## config.mk

```make
export PLATFORM = sky130hd
export DESIGN_NAME = add_and_datapath
export DESIGN_NICKNAME = d
export VERILOG_FILES = /design/src/rtl/alu_exec_pkg.sv /design/src/rtl/add_and_datapath.sv
export SDC_FILE = /design/constraint.sdc
export NUM_CORES = 1
export LEC_CHECK = 0
export BUFFER_PORTS_ARGS = -buffer_cell sky130_fd_sc_hd__buf_2
export CORE_MARGIN = 2
export CORE_UTILIZATION = 50
export CTS_CLUSTER_SIZE = 28
export DETAILED_ROUTE_END_ITERATION = 8
export PLACE_DENSITY = 0.79
export SETUP_SLACK_MARGIN = 0.5
export SYNTH_ARGS = -nofsm -noshare
export SYNTH_HDL_FRONTEND = slang
export SYNTH_SLANG_ARGS = --single-unit
```

## constraint.sdc

```tcl
create_clock -name core_clk_in -period 4 [get_ports core_clk_in]
set_input_delay 0.4 -clock core_clk_in [delete_from_list [all_inputs] [get_ports core_clk_in]]
set_output_delay 0.4 -clock core_clk_in [all_outputs]
set_load 0.05 [all_outputs]
```

## src/rtl/alu_exec_pkg.sv

```systemverilog
// alu_exec_pkg: opcode fields, widths and reset values for the add/and datapath
// assumes a 14-bit instruction word, 8-bit data and 7-bit file addresses
package alu_exec_pkg;

	// ==========================================================
	// widths
	localparam int INSN_W = 14;
	localparam int DATA_W = 8;
	localparam int ADDR_W = 7;

	// ==========================================================
	// instruction field positions
	localparam int TOP_HI = 13;
	localparam int TOP_LO = 12;
	localparam int OPF_HI = 11;
	localparam int OPF_LO = 8;
	localparam int DEST_BIT = 7;
	localparam int ADDR_HI = 6;
	localparam int LIT_HI = 7;

	// ==========================================================
	// opcode encodings
	localparam logic [1:0] TOP_LITERAL = 2'h3;
	localparam logic [1:0] TOP_BYTE_FILE = 2'h0;
	localparam logic [2:0] OPF_ADD_LITERAL = 3'h7; // 111x, low bit ignored
	localparam logic [3:0] OPF_AND_LITERAL = 4'h9;
	localparam logic [3:0] OPF_ADD_FILE = 4'h7;
	localparam logic [3:0] OPF_AND_FILE = 4'h5;

	// ==========================================================
	// reset values and nibble width
	localparam logic [7:0] ACC_RESET = 8'h00;
	localparam logic FLAG_RESET = 1'b0;
	localparam int NIBBLE_W = 4;

	// decoded operation
	typedef enum logic [2:0] {
		op_none,
		add_literal_op,
		and_literal_op,
		add_file_op,
		and_file_op
	} alu_op_t;

endpackage
```

## src/rtl/add_and_datapath.sv

```systemverilog
// add_and_datapath: executes the add/and literal and file instructions
// assumes the decoder presents one instruction per valid cycle and the file
// array returns the addressed register's value combinationally with it
`timescale 1ns/1ps

module add_and_datapath
	import alu_exec_pkg::*;
(
	// clock and reset
	input wire logic core_clk_in,
	input wire logic rst_in,
	// instruction from the decoder
	input wire logic insn_valid_in,
	input wire logic [alu_exec_pkg::INSN_W-1:0] insn_in,
	// file register read data for the addressed register
	input wire logic [alu_exec_pkg::DATA_W-1:0] file_rdata_in,
	// file register write port
	output logic file_we_out,
	output logic [alu_exec_pkg::ADDR_W-1:0] file_addr_out,
	output logic [alu_exec_pkg::DATA_W-1:0] file_wdata_out,
	// architectural state
	output logic [alu_exec_pkg::DATA_W-1:0] acc_out,
	output logic carry_flag_out,
	output logic digit_carry_flag_out,
	output logic zero_flag_out,
	// one-cycle pulse when an instruction was executed
	output logic exec_done_out
);
	import alu_exec_pkg::*;

	// ==========================================================
	// state
	// architectural registers, all cleared by the synchronous reset
	logic [DATA_W-1:0] acc; // accumulator
	logic carry_flag; // carry out of bit 7 of the last add
	logic digit_carry_flag; // carry out of bit 3 of the last add
	logic zero_flag; // last add or and gave zero
	// write port registers, so the file array sees clean timing
	logic file_we; // one-cycle write strobe
	logic [ADDR_W-1:0] file_addr; // held until the next file write
	logic [DATA_W-1:0] file_wdata; // held until the next file write
	logic exec_done; // one-cycle execute pulse

	// next values, all built in the single always_comb below
	logic [DATA_W-1:0] next_acc;
	logic next_carry_flag;
	logic next_digit_carry_flag;
	logic next_zero_flag;
	logic next_file_we;
	logic [ADDR_W-1:0] next_file_addr;
	logic [DATA_W-1:0] next_file_wdata;
	logic next_exec_done;

	// combinational datapath nets
	alu_op_t op; // decoded operation
	logic [DATA_W-1:0] operand; // literal or file value
	logic [DATA_W-1:0] result; // add or and result before the destination select
	logic [DATA_W:0] sum_full; // sum with carry out of bit 7
	logic [NIBBLE_W:0] low_sum; // low nibble sum with carry out of bit 3

	// ==========================================================
	// decode: unmatched opcodes give op_none so the block ignores them
	function automatic alu_op_t decode(input logic [INSN_W-1:0] insn);
		alu_op_t d;
		d = op_none;
		if (insn[TOP_HI:TOP_LO] == TOP_LITERAL)
		begin
			// literal group: the lowest field bit is a don't-care for the add
			if (insn[OPF_HI:OPF_LO+1] == OPF_ADD_LITERAL)
				d = add_literal_op;
			else if (insn[OPF_HI:OPF_LO] == OPF_AND_LITERAL)
				d = and_literal_op;
		end
		else if (insn[TOP_HI:TOP_LO] == TOP_BYTE_FILE)
		begin
			// byte-oriented file group
			if (insn[OPF_HI:OPF_LO] == OPF_ADD_FILE)
				d = add_file_op;
			else if (insn[OPF_HI:OPF_LO] == OPF_AND_FILE)
				d = and_file_op;
		end
		return d;
	endfunction

	// ==========================================================
	// operation classes: is_literal is needed in more than one place,
	// so each test is written once here and cannot drift between copies
	function automatic logic is_literal(input alu_op_t o);
		return (o == add_literal_op) || (o == and_literal_op);
	endfunction

	function automatic logic is_file(input alu_op_t o);
		return (o == add_file_op) || (o == and_file_op);
	endfunction

	function automatic logic is_add(input alu_op_t o);
		return (o == add_literal_op) || (o == add_file_op);
	endfunction

	// zero test on a result, shared by the add and the and forms
	function automatic logic is_zero(input logic [DATA_W-1:0] v);
		return (v == '0);
	endfunction

	// ==========================================================
	// datapath and next state
	always_comb
	begin
		// a word counts only while the decoder marks it valid
		op = insn_valid_in ? decode(insn_in) : op_none;
		// literal ops take the immediate, file ops the addressed register
		if (is_literal(op))
			operand = insn_in[LIT_HI:0];
		else
			operand = file_rdata_in;
		// one shared adder serves both add forms
		sum_full = {1'b0, acc} + {1'b0, operand};
		low_sum = {1'b0, acc[NIBBLE_W-1:0]} + {1'b0, operand[NIBBLE_W-1:0]};
		// the sum is kept only for the add forms
		if (is_add(op))
			result = sum_full[DATA_W-1:0];
		else
			result = acc & operand;

		// defaults: every register holds and both pulses drop
		next_acc = acc;
		next_carry_flag = carry_flag;
		next_digit_carry_flag = digit_carry_flag;
		next_zero_flag = zero_flag;
		next_file_we = 1'b0;
		next_file_addr = file_addr;
		next_file_wdata = file_wdata;
		next_exec_done = 1'b0;

		case (op)
			add_literal_op, add_file_op:
			begin
				// adds update all three flags
				next_carry_flag = sum_full[DATA_W];
				next_digit_carry_flag = low_sum[NIBBLE_W];
				next_zero_flag = is_zero(result);
				next_exec_done = 1'b1;
			end
			and_literal_op, and_file_op:
			begin
				// ands leave carry and digit carry alone
				next_zero_flag = is_zero(result);
				next_exec_done = 1'b1;
			end
			default:
			begin
				// idle or unrecognised word: no state change, no pulse
				next_exec_done = 1'b0;
			end
		endcase

		// destination select
		// literal forms always write the accumulator
		if (is_literal(op))
			next_acc = result;
		else if (is_file(op))
		begin
			// the destination bit picks the file register or the accumulator
			if (insn_in[DEST_BIT])
			begin
				// write back to file, accumulator kept
				next_file_we = 1'b1;
				next_file_addr = insn_in[ADDR_HI:0];
				next_file_wdata = result;
			end
			else
				next_acc = result;
		end
	end

	// ==========================================================
	// registers: the file write lands one cycle after execution, so a
	// decoder issuing back to back must forward file_wdata itself
	always_ff @(posedge core_clk_in)
	begin
		if (rst_in)
		begin
			// clear all state; no write is left pending across a reset
			acc <= ACC_RESET;
			carry_flag <= FLAG_RESET;
			digit_carry_flag <= FLAG_RESET;
			zero_flag <= FLAG_RESET;
			file_we <= 1'b0;
			file_addr <= '0;
			file_wdata <= '0;
			exec_done <= 1'b0;
		end
		else
		begin
			// run: register the values the datapath computed
			acc <= next_acc;
			carry_flag <= next_carry_flag;
			digit_carry_flag <= next_digit_carry_flag;
			zero_flag <= next_zero_flag;
			file_we <= next_file_we;
			file_addr <= next_file_addr;
			file_wdata <= next_file_wdata;
			exec_done <= next_exec_done;
		end
	end

	// ==========================================================
	// outputs: straight from the flip-flops, no logic after them
	assign acc_out = acc;
	assign carry_flag_out = carry_flag;
	assign digit_carry_flag_out = digit_carry_flag;
	assign zero_flag_out = zero_flag;
	assign file_we_out = file_we;
	assign file_addr_out = file_addr;
	assign file_wdata_out = file_wdata;
	assign exec_done_out = exec_done;

endmodule

```

-- Yosys cells after proc, flatten, opt, wreduce, memory -nomap -nowiden
Cells that the tools add are included.
- register bits: 28
- bits of input ports: 25
- reduce and logical (&&, ||, !) cells: 11
- $add $sub $neg: 2
- equal/unequal tests: 10
- bitwise logic cells: 3
- muxes and demuxes: 14
- operators with widths (operator ; number):
    8-bit 2-to-1 mux ; 5
    3-bit 2-to-1 mux ; 5
    8-bit by 8-bit adder with 9-bit output ; 1
    8-bit AND ; 1
    4-bit by 3-bit equality test with 1-bit output (second input constant) ; 2
    8-bit logical NOT ; 1
    3-bit by 2-bit equality test with 1-bit output (second input constant) ; 2
    3-bit equality test (second input constant) ; 2
    4-bit by 4-bit adder with 5-bit output ; 1
    4-bit equality test (second input constant) ; 1
    2-bit 2-to-1 mux ; 2
    4-bit OR reduction ; 1
    3-bit by 1-bit equality test with 1-bit output (second input constant) ; 1
    1-bit logical OR ; 3
    3-bit AND reduction ; 1
    3-bit OR reduction ; 1
    2-bit equality test (second input constant) ; 1
    2-bit logical NOT ; 1
    1-bit 2-to-1 mux ; 2
    2-bit by 1-bit != test with 1-bit output (second input constant) ; 1
    1-bit NOT ; 2
    2-bit AND reduction ; 1
    2-bit nonzero test ; 1
    2-bit OR reduction ; 1

-- Depth between registers and ports, before layout
Gate-level depths: netlist of the first run.
- word-level depth: 14
- gate-level depth with buffers: 12
- gate-level depth less buffers: 11

-- Least setup slack after synthesis of the first run
No wires, ideal clock.
- path type: in2reg
- start: in insn_in[9] in the netlist's numbering
- end: reg zero_flag, in the netlist zero_flag_out
- stages on the path: 12
- arrival time: 3613 ps
- required time: 3912 ps
- path buffers: 1
- library setup time: 88 ps
- path slack: 298 ps
- path through: or3b_1 a21oi_1 buf_1 mux2_2 ha_1 fa_1 a211oi_2 nor2_1 xor2_1 or4_1 o211a_1 a311oi_2
- cells in the longest elaborated chain, start to end: 12
- elaborated cells on any way between the ends: 23
- ends and longest elaborated chain (element ; line ; RTL):
    start: declaration ; add_and_datapath.sv:14 ; input wire logic [alu_exec_pkg::INSN_W-1:0] insn_in,
    4-bit by 3-bit equality test with 1-bit output ; add_and_datapath.sv:79 ; else if (insn[OPF_HI:OPF_LO] == OPF_AND_FILE)
    3-bit 2-to-1 mux ; add_and_datapath.sv:79 ;
    3-bit 2-to-1 mux ; add_and_datapath.sv:77 ; if (insn[OPF_HI:OPF_LO] == OPF_ADD_FILE)
    3-bit 2-to-1 mux ; add_and_datapath.sv:74 ; else if (insn[TOP_HI:TOP_LO] == TOP_BYTE_FILE)
    3-bit 2-to-1 mux (*) ; add_and_datapath.sv:66 ; if (insn[TOP_HI:TOP_LO] == TOP_LITERAL)
    3-bit 2-to-1 mux (*) ; add_and_datapath.sv:110 ; op = insn_valid_in ? decode(insn_in) : op_none;
    3-bit by 1-bit equality test with 1-bit output / 3-bit by 2-bit equality test with 1-bit output (equally long branches) ; add_and_datapath.sv:89, add_and_datapath.sv:97, add_and_datapath.sv:135 ;
    1-bit logical OR ; add_and_datapath.sv:89 ; return (o == add_literal_op) || (o == and_literal_op);
    8-bit 2-to-1 mux ; add_and_datapath.sv:112 ; if (is_literal(op))
    8-bit by 8-bit adder with 9-bit output / 8-bit AND (equally long branches) ; add_and_datapath.sv:117, add_and_datapath.sv:123 ;
    8-bit 2-to-1 mux ; add_and_datapath.sv:120 ; if (is_add(op))
    8-bit logical NOT ; add_and_datapath.sv:102 ; return (v == '0);
    end signal: assignment ; add_and_datapath.sv:199 ; zero_flag <= next_zero_flag;
    end: declaration ; add_and_datapath.sv:37 ; logic zero_flag;
Every way passes the cells marked *; elsewhere a longest branch is shown, timed or not.
A chain may end at the register's enable or synchronous reset.

-- Final worst setup path of the first run
Ends and elaborated chain as after synthesis.

==> results of run 1 <==
[layer usage]
layer / routed length, um / GRT usage, % / share of wire [%]
met1: 1900 / 33.6 / 48
met2: 1770 / 36.3 / 45
met3: 230 / 2.13 / 5.8
met4: 46 / 6.52 / 1.2
met5: 0 / 0 / 0
[synth_stat cells]
master	count	share of area (%)
dfxtp_1	28	35
nor2_1	27	6.3
nand2_1	23	5.4
a21oi_1	14	4.3
a211oi_1	13	6.1
ha_1	9	7.0
mux2_2	9	6.3
mux2i_1	7	4.3
clkbuf_1	4	0.93
nor3_1	4	1.2
and3_1	3	1.2
buf_2	3	0.93
o21ai_0	3	0.93
xnor2_1	3	1.6
and2_1	2	0.78
buf_1	2	0.47
o2111a_1	2	1.4
o2111ai_1	2	1.1
xor2_1	2	1.1
a211oi_2	1	0.78
a21o_1	1	0.47
a221o_1	1	0.62
a311oi_2	1	0.93
buf_4	1	0.47
fa_1	1	1.2
inv_1	1	0.23
nand2b_1	1	0.39
nand3b_1	1	0.47
nand4_1	1	0.39
nor2b_1	1	0.39
nor4_1	1	0.39
nor4b_2	1	0.93
nor4b_4	1	1.5
o211a_1	1	0.62
o21a_1	1	0.47
o21bai_1	1	0.47
o21bai_4	1	1.2
o41ai_2	1	1.0
or3b_1	1	0.54
or4_1	1	0.47
[layout make-up]
type / instances / area share (%)
multi-input combinational: 142 / 51.7
sequential: 28 / 28.8
timing repair buffer: 53 / 13.8
tap: 44 / 2.83
clock inverter: 1 / 1.54
clock buffer: 3 / 1.16
inverter: 1 / 0.193
[placed cells by master (no fill, tap or decap), types with 2 or more instances in the layout]
cell type	netlist	routed
a211oi_1	13	13
a21oi_1	14	14
and2_1	2	2
and3_1	3	3
buf_2	3	52
clkbuf_4	0	3
dfxtp_1	28	28
ha_1	9	9
mux2_2	9	9
mux2i_1	7	7
nand2_1	23	23
nor2_1	27	27
nor3_1	4	4
o2111a_1	2	2
o2111ai_1	2	2
o21ai_0	3	3
xnor2_1	3	3
xor2_1	2	2
[worst reg2reg max path, stage by stage, from the launching register on]
cell and delay, ns:
dfxtp_1 0.36, ha_1 0.26, fa_2 0.37, a211oi_2 0.23, nor2_1 0.10, xor2_1 0.16, or4_1 0.52, o211a_1 0.23
a311oi_2 0.22
[cell families after synthesis]
group,after synthesis
buffers and inverters,11
adder cells (fa/ha/maj),10
flip-flops,28
AO/OA/AOI/OAI,43
multiplexers,16
XOR/XNOR,5
AND/OR/NAND/NOR,68
[through the flow]
stage	total power, mW	hold WS (ns)	utilization [%]	cell area (um2)	worst slack (ns)
after floorplan	0.350	0.536	-	1620	0.542
after global placement	0.380	0.439	62.0	1890	0.436
after detailed placement	0.379	0.444	62.0	1890	0.373
after CTS	0.565	0.287	63.7	1940	0.726
after global routing	0.587	0.286	63.7	1940	0.653
final	0.561	0.291	63.7	1940	0.730
[registers in the layout, summed over array words and instances (netlist names)]
signal	flops
acc_out	8
exec_done_out	1
file_wdata_out	8
carry_flag_out	1
file_we_out	1
digit_carry_flag_out	1
zero_flag_out	1
file_addr_out	7
[where the power goes]
| group | leakage [nW] | switching [mW] | internal [mW] |
|---|---|---|---|
| Sequential | 0.226 | 0.00264 | 0.282 |
| Clock | 0.0279 | 0.0855 | 0.101 |
| Combinational | 0.596 | 0.0533 | 0.0352 |
| Total | 0.850 | 0.141 | 0.419 |
[worst paths after layout]
kind,startpoint,end,cells past startpoint
setup reg to reg,acc_out[0],zero_flag_out,8
hold reg to reg,file_addr_out[0],file_addr_out[0],2
setup / recovery,insn_in[9],zero_flag_out,12
hold / removal,insn_in[4],file_addr_out[4],3
==> metrics.md, run 1 <==
| Metric | Value |
|---|---|
| Outcome | `finished, final reports clean` |
| Fin crit share | `81.8%` |
| Num Clock Sinks | `28` |
| I/O pins | `53` |
| Critical path class | `in2reg` |
| Yosys cell types | `40` |
| Antenna-violating nets left | `0` |
| Area share of fa/ha/maj cells after synthesis | `8.23%` |
| Post-Place Cells | `268` |
| TritonCTS clock tree | `done` |
| Simple-gate share of the synthesized area | `20.3%` |
| Compound-gate portion of the synthesized area | `20.3%` |
| # rows | `20` |
| Routed WL | `3950 um` |
| Sequential area share after synthesis | `34.8%` |
| Tot GR Track Use | `23.0%` |
| Post-Synth XOR/XNOR Area | `2.72%` |
| Ys Warns | `0` |
| CP max stage cell | `or4_1` |
| Initial antenna violation count | `0` |
| DRC viols | `0` |
| Reg area | `561 um2` |
| Via count | `1483` |
| Startpoint types | `input port` |
| GPL Wtd Cong | `0.919` |
| Avg Vias per Cell | `5.45` |
| Post-Syn Instances | `181` |
| Min-delay worst type | `in2reg` |
| Starting density of the core | `52.8%` |
| R2r setup slk | `1.47 ns` |
| Largest fanout on the critical path | `10` |
| Setup-failing EPs final | `0` |
| Mux share of post-synthesis cell area | `10.6%` |
| Root Buffer | `clkbuf_4` |
| Worst path arrival time | `3.54 ns` |
| Total negative slack | `0 ns` |
| Clock Path Buffers | `2` |
| Worst path bufs/invs | `2` |
| Antenna cell count | `0` |
| Endpoint class of the critical path | `register` |
| Min Tclk post-route | `3.27 ns` |
| Worst-Margin Slew | `1.02 ns` |
| First-pass GRT wire length | `6330 um` |
| DRT Pass-1 Iters | `4` |
| Worst rel slew slack | `31.6%` |
| Leakage | `0.850 nW` |
| Share of cells above drive strength 1 | `32.0%` |
| Pin count of the biggest net entering global routing | `29` |
| Post-CTS Repair Setup Buffers | `0` |
| Global route total overflow | `0` |
| Worst vdd ir | `0.000115 V` |
| MaxCap Viol Count | `0` |
| Area grow syn2layout | `20.7%` |
| Number of global-route vias before repair | `1300` |
| Die width | `60.8 um` |
| Final nets | `264` |
| Critical path required time | `4.27 ns` |
| Family with the most delay on the worst path | `simple AND/OR/NAND/NOR gates` |
| Full die area | `3690 um2` |
| Largest family of logic cells by synthesized area | `compound AO/OA/AOI/OAI gates` |
| Post-DR wirelength/cell | `14.5 um` |
| TritonCTS buffer count | `3` |
| CTS resizes | `0` |
| H-Tree Depth | `1` |
| Detailed placer's ending HPWL | `3110 um` |
| Hold Violations, Final | `0` |
| CP peak stage delay | `0.52 ns` |
| Clock skew | `0.00250 ns` |
| Fill count | `270` |
| Fmax | `306 MHz` |
| Crit-path cells | `buf_2 > or3b_1 > a21oi_1 > buf_4 > mux2_2 > fa_2 > a211oi_2 > nor2_1 > xor2_1 > or4_1 > o211a_1 > a311oi_2` |
| Cell Area, Synth | `1610 um2` |
| Non-Filler Instances | `272` |
| Clk slew on worst S/H paths | `0.15 ns` |
| Mean area per synthesized cell | `8.90 um2` |
| Post-CTS Hold Buffers | `0` |
| Die height | `60.8 um` |
| # port buffers | `52` |
| Source-to-sink clock delay at the later pin of the worst-skew pair | `0.33 ns` |
| Syn nets | `216` |
| #FFs+latches synth | `28` |
| Unrepaired setup endpoints after global routing | `no` |
| Cell Pwr Density | `288 nW/um2` |
| Core area | `3050 um2` |
| Max Transition Viols Final | `0` |
| DR iter-0 viols | `56` |
| Multi-input gate area | `1000 um2` |
(Power assumes the default switching activity.)
==> inputs of run 2 (changes only) <==
==> constraint.sdc (replaced) <==
create_clock -name core_clk_in -period 3.2 [get_ports core_clk_in]
set_input_delay 0.32 -clock core_clk_in [delete_from_list [all_inputs] [get_ports core_clk_in]]
set_output_delay 0.32 -clock core_clk_in [all_outputs]
set_load 0.05 [all_outputs]
==> run 2 against run 1 <==
Combinational power up 74%. Cell area up 21%. Via count up 11%. Critical path type unchanged. Critical endpoint unchanged.
==> metrics.md, run 2 (synthesized netlist as in run 1, its figures left out) <==
| Metric | Value |
|---|---|
| Fin crit share | `94.8%` |
| Psw | `0.193 mW (+36%)` |
| Sequential group share of total power | `48.0% (-2.9 points)` |
| Post-DR wirelength/cell | `15.2 um (+5.0%)` |
| H-Tree Depth | `1 (unchanged)` |
| Max Transition Viols Final | `0 (unchanged)` |
| Outcome | `finished, final reports clean` |
| Area grow syn2layout | `46.0%` |
| Full die area | `3690 um2 (unchanged)` |
| Global route total overflow | `0 (unchanged)` |
| Crit-path cells | `buf_6 > or3b_4 > a21oi_2 > buf_6 > mux2_4 > ha_4 > fa_2 > a211oi_2 > nor2_1 > xor2_1 > or4_1 > o211a_1 > a311oi_2` |
| Setup-failing EPs final | `0 (unchanged)` |
| TritonCTS clock tree | `done` |
| R2R cell count | `8 (unchanged)` |
| GPL Wtd Cong | `0.937 (+1.9%)` |
| Routed WL | `4590 um (+16%)` |
| Die height | `60.8 um (unchanged)` |
| Via count | `1647 (+11%)` |
| Endpoint class of the critical path | `register` |
| Post-Place Cells | `286 (+6.7%)` |
| Cell Pwr Density | `316 nW/um2 (+9.7%)` |
| Avg Vias per Cell | `5.47 (+0.36%)` |
| Most frequent cells in the layout | `buf_2 (51), dfxtp_1 (28), nor2_1 (26), buf_4 (24), nand2_1 (23)` |
| Starting density of the core | `52.8% (unchanged)` |
| Post-layout util | `77.1% (+13 points)` |
| Min Tclk post-route | `3.04 ns` |
| Number of global-route vias before repair | `1523 (+17%)` |
| MaxCap Viol Count | `0 (unchanged)` |
| Family with the most delay on the worst path | `simple AND/OR/NAND/NOR gates` |
| Worst-Margin Slew | `0.754 ns (-0.270 ns)` |
| I/O pins | `53 (unchanged)` |
| Non-Filler Instances | `301 (+11%)` |
| Worst path bufs/invs | `2 (unchanged)` |
| # port buffers | `52 (unchanged)` |
| DP Area | `2050 um2 (+8.2%)` |
| CP peak stage delay | `0.41 ns (-0.11 ns)` |
| Logic pwr share | `20.6% (+4.8 points)` |
| Power, Total | `0.745 mW (+33%)` |
| Initial antenna violation count | `0 (unchanged)` |
| Sw Ratio | `25.9% (+0.70 points)` |
| Die width | `60.8 um (unchanged)` |
| Source-to-sink clock delay at the later pin of the worst-skew pair | `0.33 ns (about the same)` |
| Share of cells above drive strength 1 | `46.3% (+14 points)` |
| Startpoint types | `input port` |
| Detailed placer's ending HPWL | `3140 um (+0.99%)` |
| Clock network power share | `31.4% (-1.9 points)` |
| Clk slew on worst S/H paths | `0.16 ns (about the same)` |
| TritonCTS buffer count | `3 (unchanged)` |
| Stages on the worst setup path | `13 (+1)` |
| Pin count of the biggest net entering global routing | `29 (unchanged)` |
| Leakage | `1.04 nW (+22%)` |
| Root Buffer | `clkbuf_4` |
| Min-delay worst type | `in2reg` |
| DR iter-0 viols | `56 (unchanged)` |
| Final nets | `293 (+11%)` |
| Num Clock Sinks | `28 (unchanged)` |
| Worst hold stages | `3 (unchanged)` |
| Hold Violations, Final | `0 (unchanged)` |
| Most frequent CP cell | `buf_6` |
| Largest fanout on the critical path | `6 (-4)` |
| Worst path arrival time | `3.29 ns (-0.25 ns)` |
| Unrepaired setup endpoints after global routing | `yes` |
| DRC viols | `0 (unchanged)` |
| Worst rel slew slack | `49.7% (+18 points)` |
| DRT Pass-1 Iters | `4 (unchanged)` |
| Antenna cell count | `0 (unchanged)` |
| Clock Path Buffers | `2 (unchanged)` |
| Power Internal | `0.552 mW (+32%)` |
| Finished Cell Area | `2350 um2 (+21%)` |
| Core area | `3050 um2 (unchanged)` |
| Worst vdd ir | `0.000218 V (+90%)` |
| Critical path required time | `3.45 ns (-0.82 ns)` |
| Antenna-violating nets left | `0 (unchanged)` |
| Fill count | `227 (-16%)` |
| CP max stage cell | `or4_1` |
| # rows | `20 (unchanged)` |
| Critical path class | `in2reg` |
| Commonest non-fill, non-tap cell in the layout | `buf_2` |
| First-pass GRT wire length | `6960 um (+9.9%)` |
| Clock skew | `0.00793 ns (+0.00544 ns)` |
| Fmax | `329 MHz` |
| Tot GR Track Use | `25.0% (+2.0 points)` |
-- run 2: cell count changes in the layout (fill, tap and decap cells not counted), sizes merged --
cell / delta
buf: +29
-- run 2: per-layer routing --
layer	up-vias	track usage (%)	share of wire, %	routed length [um]
met4	0	7.76	1.4	66
met2	62	43.0	49	2260
met1	770	32.6	44	2000
met5	-	0	0	0
li1	807	-	-	-
met3	8	3.20	5.8	268
-- run 2: worst reg2reg max path, cell delays in order, from the launching register on --
cell	delay, ns
dfxtp_1	0.39
ha_4	0.18
fa_2	0.36
a211oi_2	0.27
nor2_1	0.14
xor2_1	0.18
or4_1	0.41
o211a_1	0.22
a311oi_2	0.16
-- run 2: layout make-up --
| type | count | area, um2 | share of cell area, % |
|---|---|---|---|
| clock inverters | 1 | 30.0 | 1.28 |
| flip-flops and latches | 28 | 561 | 23.8 |
| well taps | 44 | 55.1 | 2.34 |
| multi-input cells | 142 | 1170 | 49.6 |
| inverters | 1 | 3.75 | 0.159 |
| repair buffers | 82 | 514 | 21.9 |
| clock buffers | 3 | 22.5 | 0.957 |
-- run 2: final timing paths --
check | startpoint | to | slack (ns)
setup / recovery | insn_in[10] | zero_flag_out | 0.16
hold reg to reg | file_addr_out[5] | file_addr_out[5] | 0.46
setup reg to reg | acc_out[0] | zero_flag_out | 0.81
hold / removal | insn_in[0] | file_addr_out[0] | 0.22
-- run 2: through the flow --
step | hold WS (ns) | setup slack, ns | TNS, ns
2_1_floorplan | 0.456 | -0.0186 | -0.0186
3_3_place_gp | 0.439 | -0.165 | -0.453
3_5_place_dp | 0.447 | -0.187 | -0.673
4_1_cts | 0.221 | 0.279 | 0
5_1_grt | 0.212 | 0.0805 | 0
6_report | 0.222 | 0.165 | 0
-- run 2: timing repair --
action | in CTS | in global routing
hold buffers | 0 | 0
endpoints found under the setup margin | 8 | 8
pin swaps | 17 | 6
resized for setup | 21 | 8
setup buffers | 8 | 3
-- run 2: power groups by stage --
stage | Sequential (mW) | Combinational (mW) | Clock, mW
after floorplan | 0.379 | 0.0606 | 0
after global placement | 0.364 | 0.122 | 0
after detailed placement | 0.364 | 0.123 | 0
after CTS | 0.357 | 0.144 | 0.233
after global routing | 0.358 | 0.164 | 0.254
final | 0.357 | 0.154 | 0.234
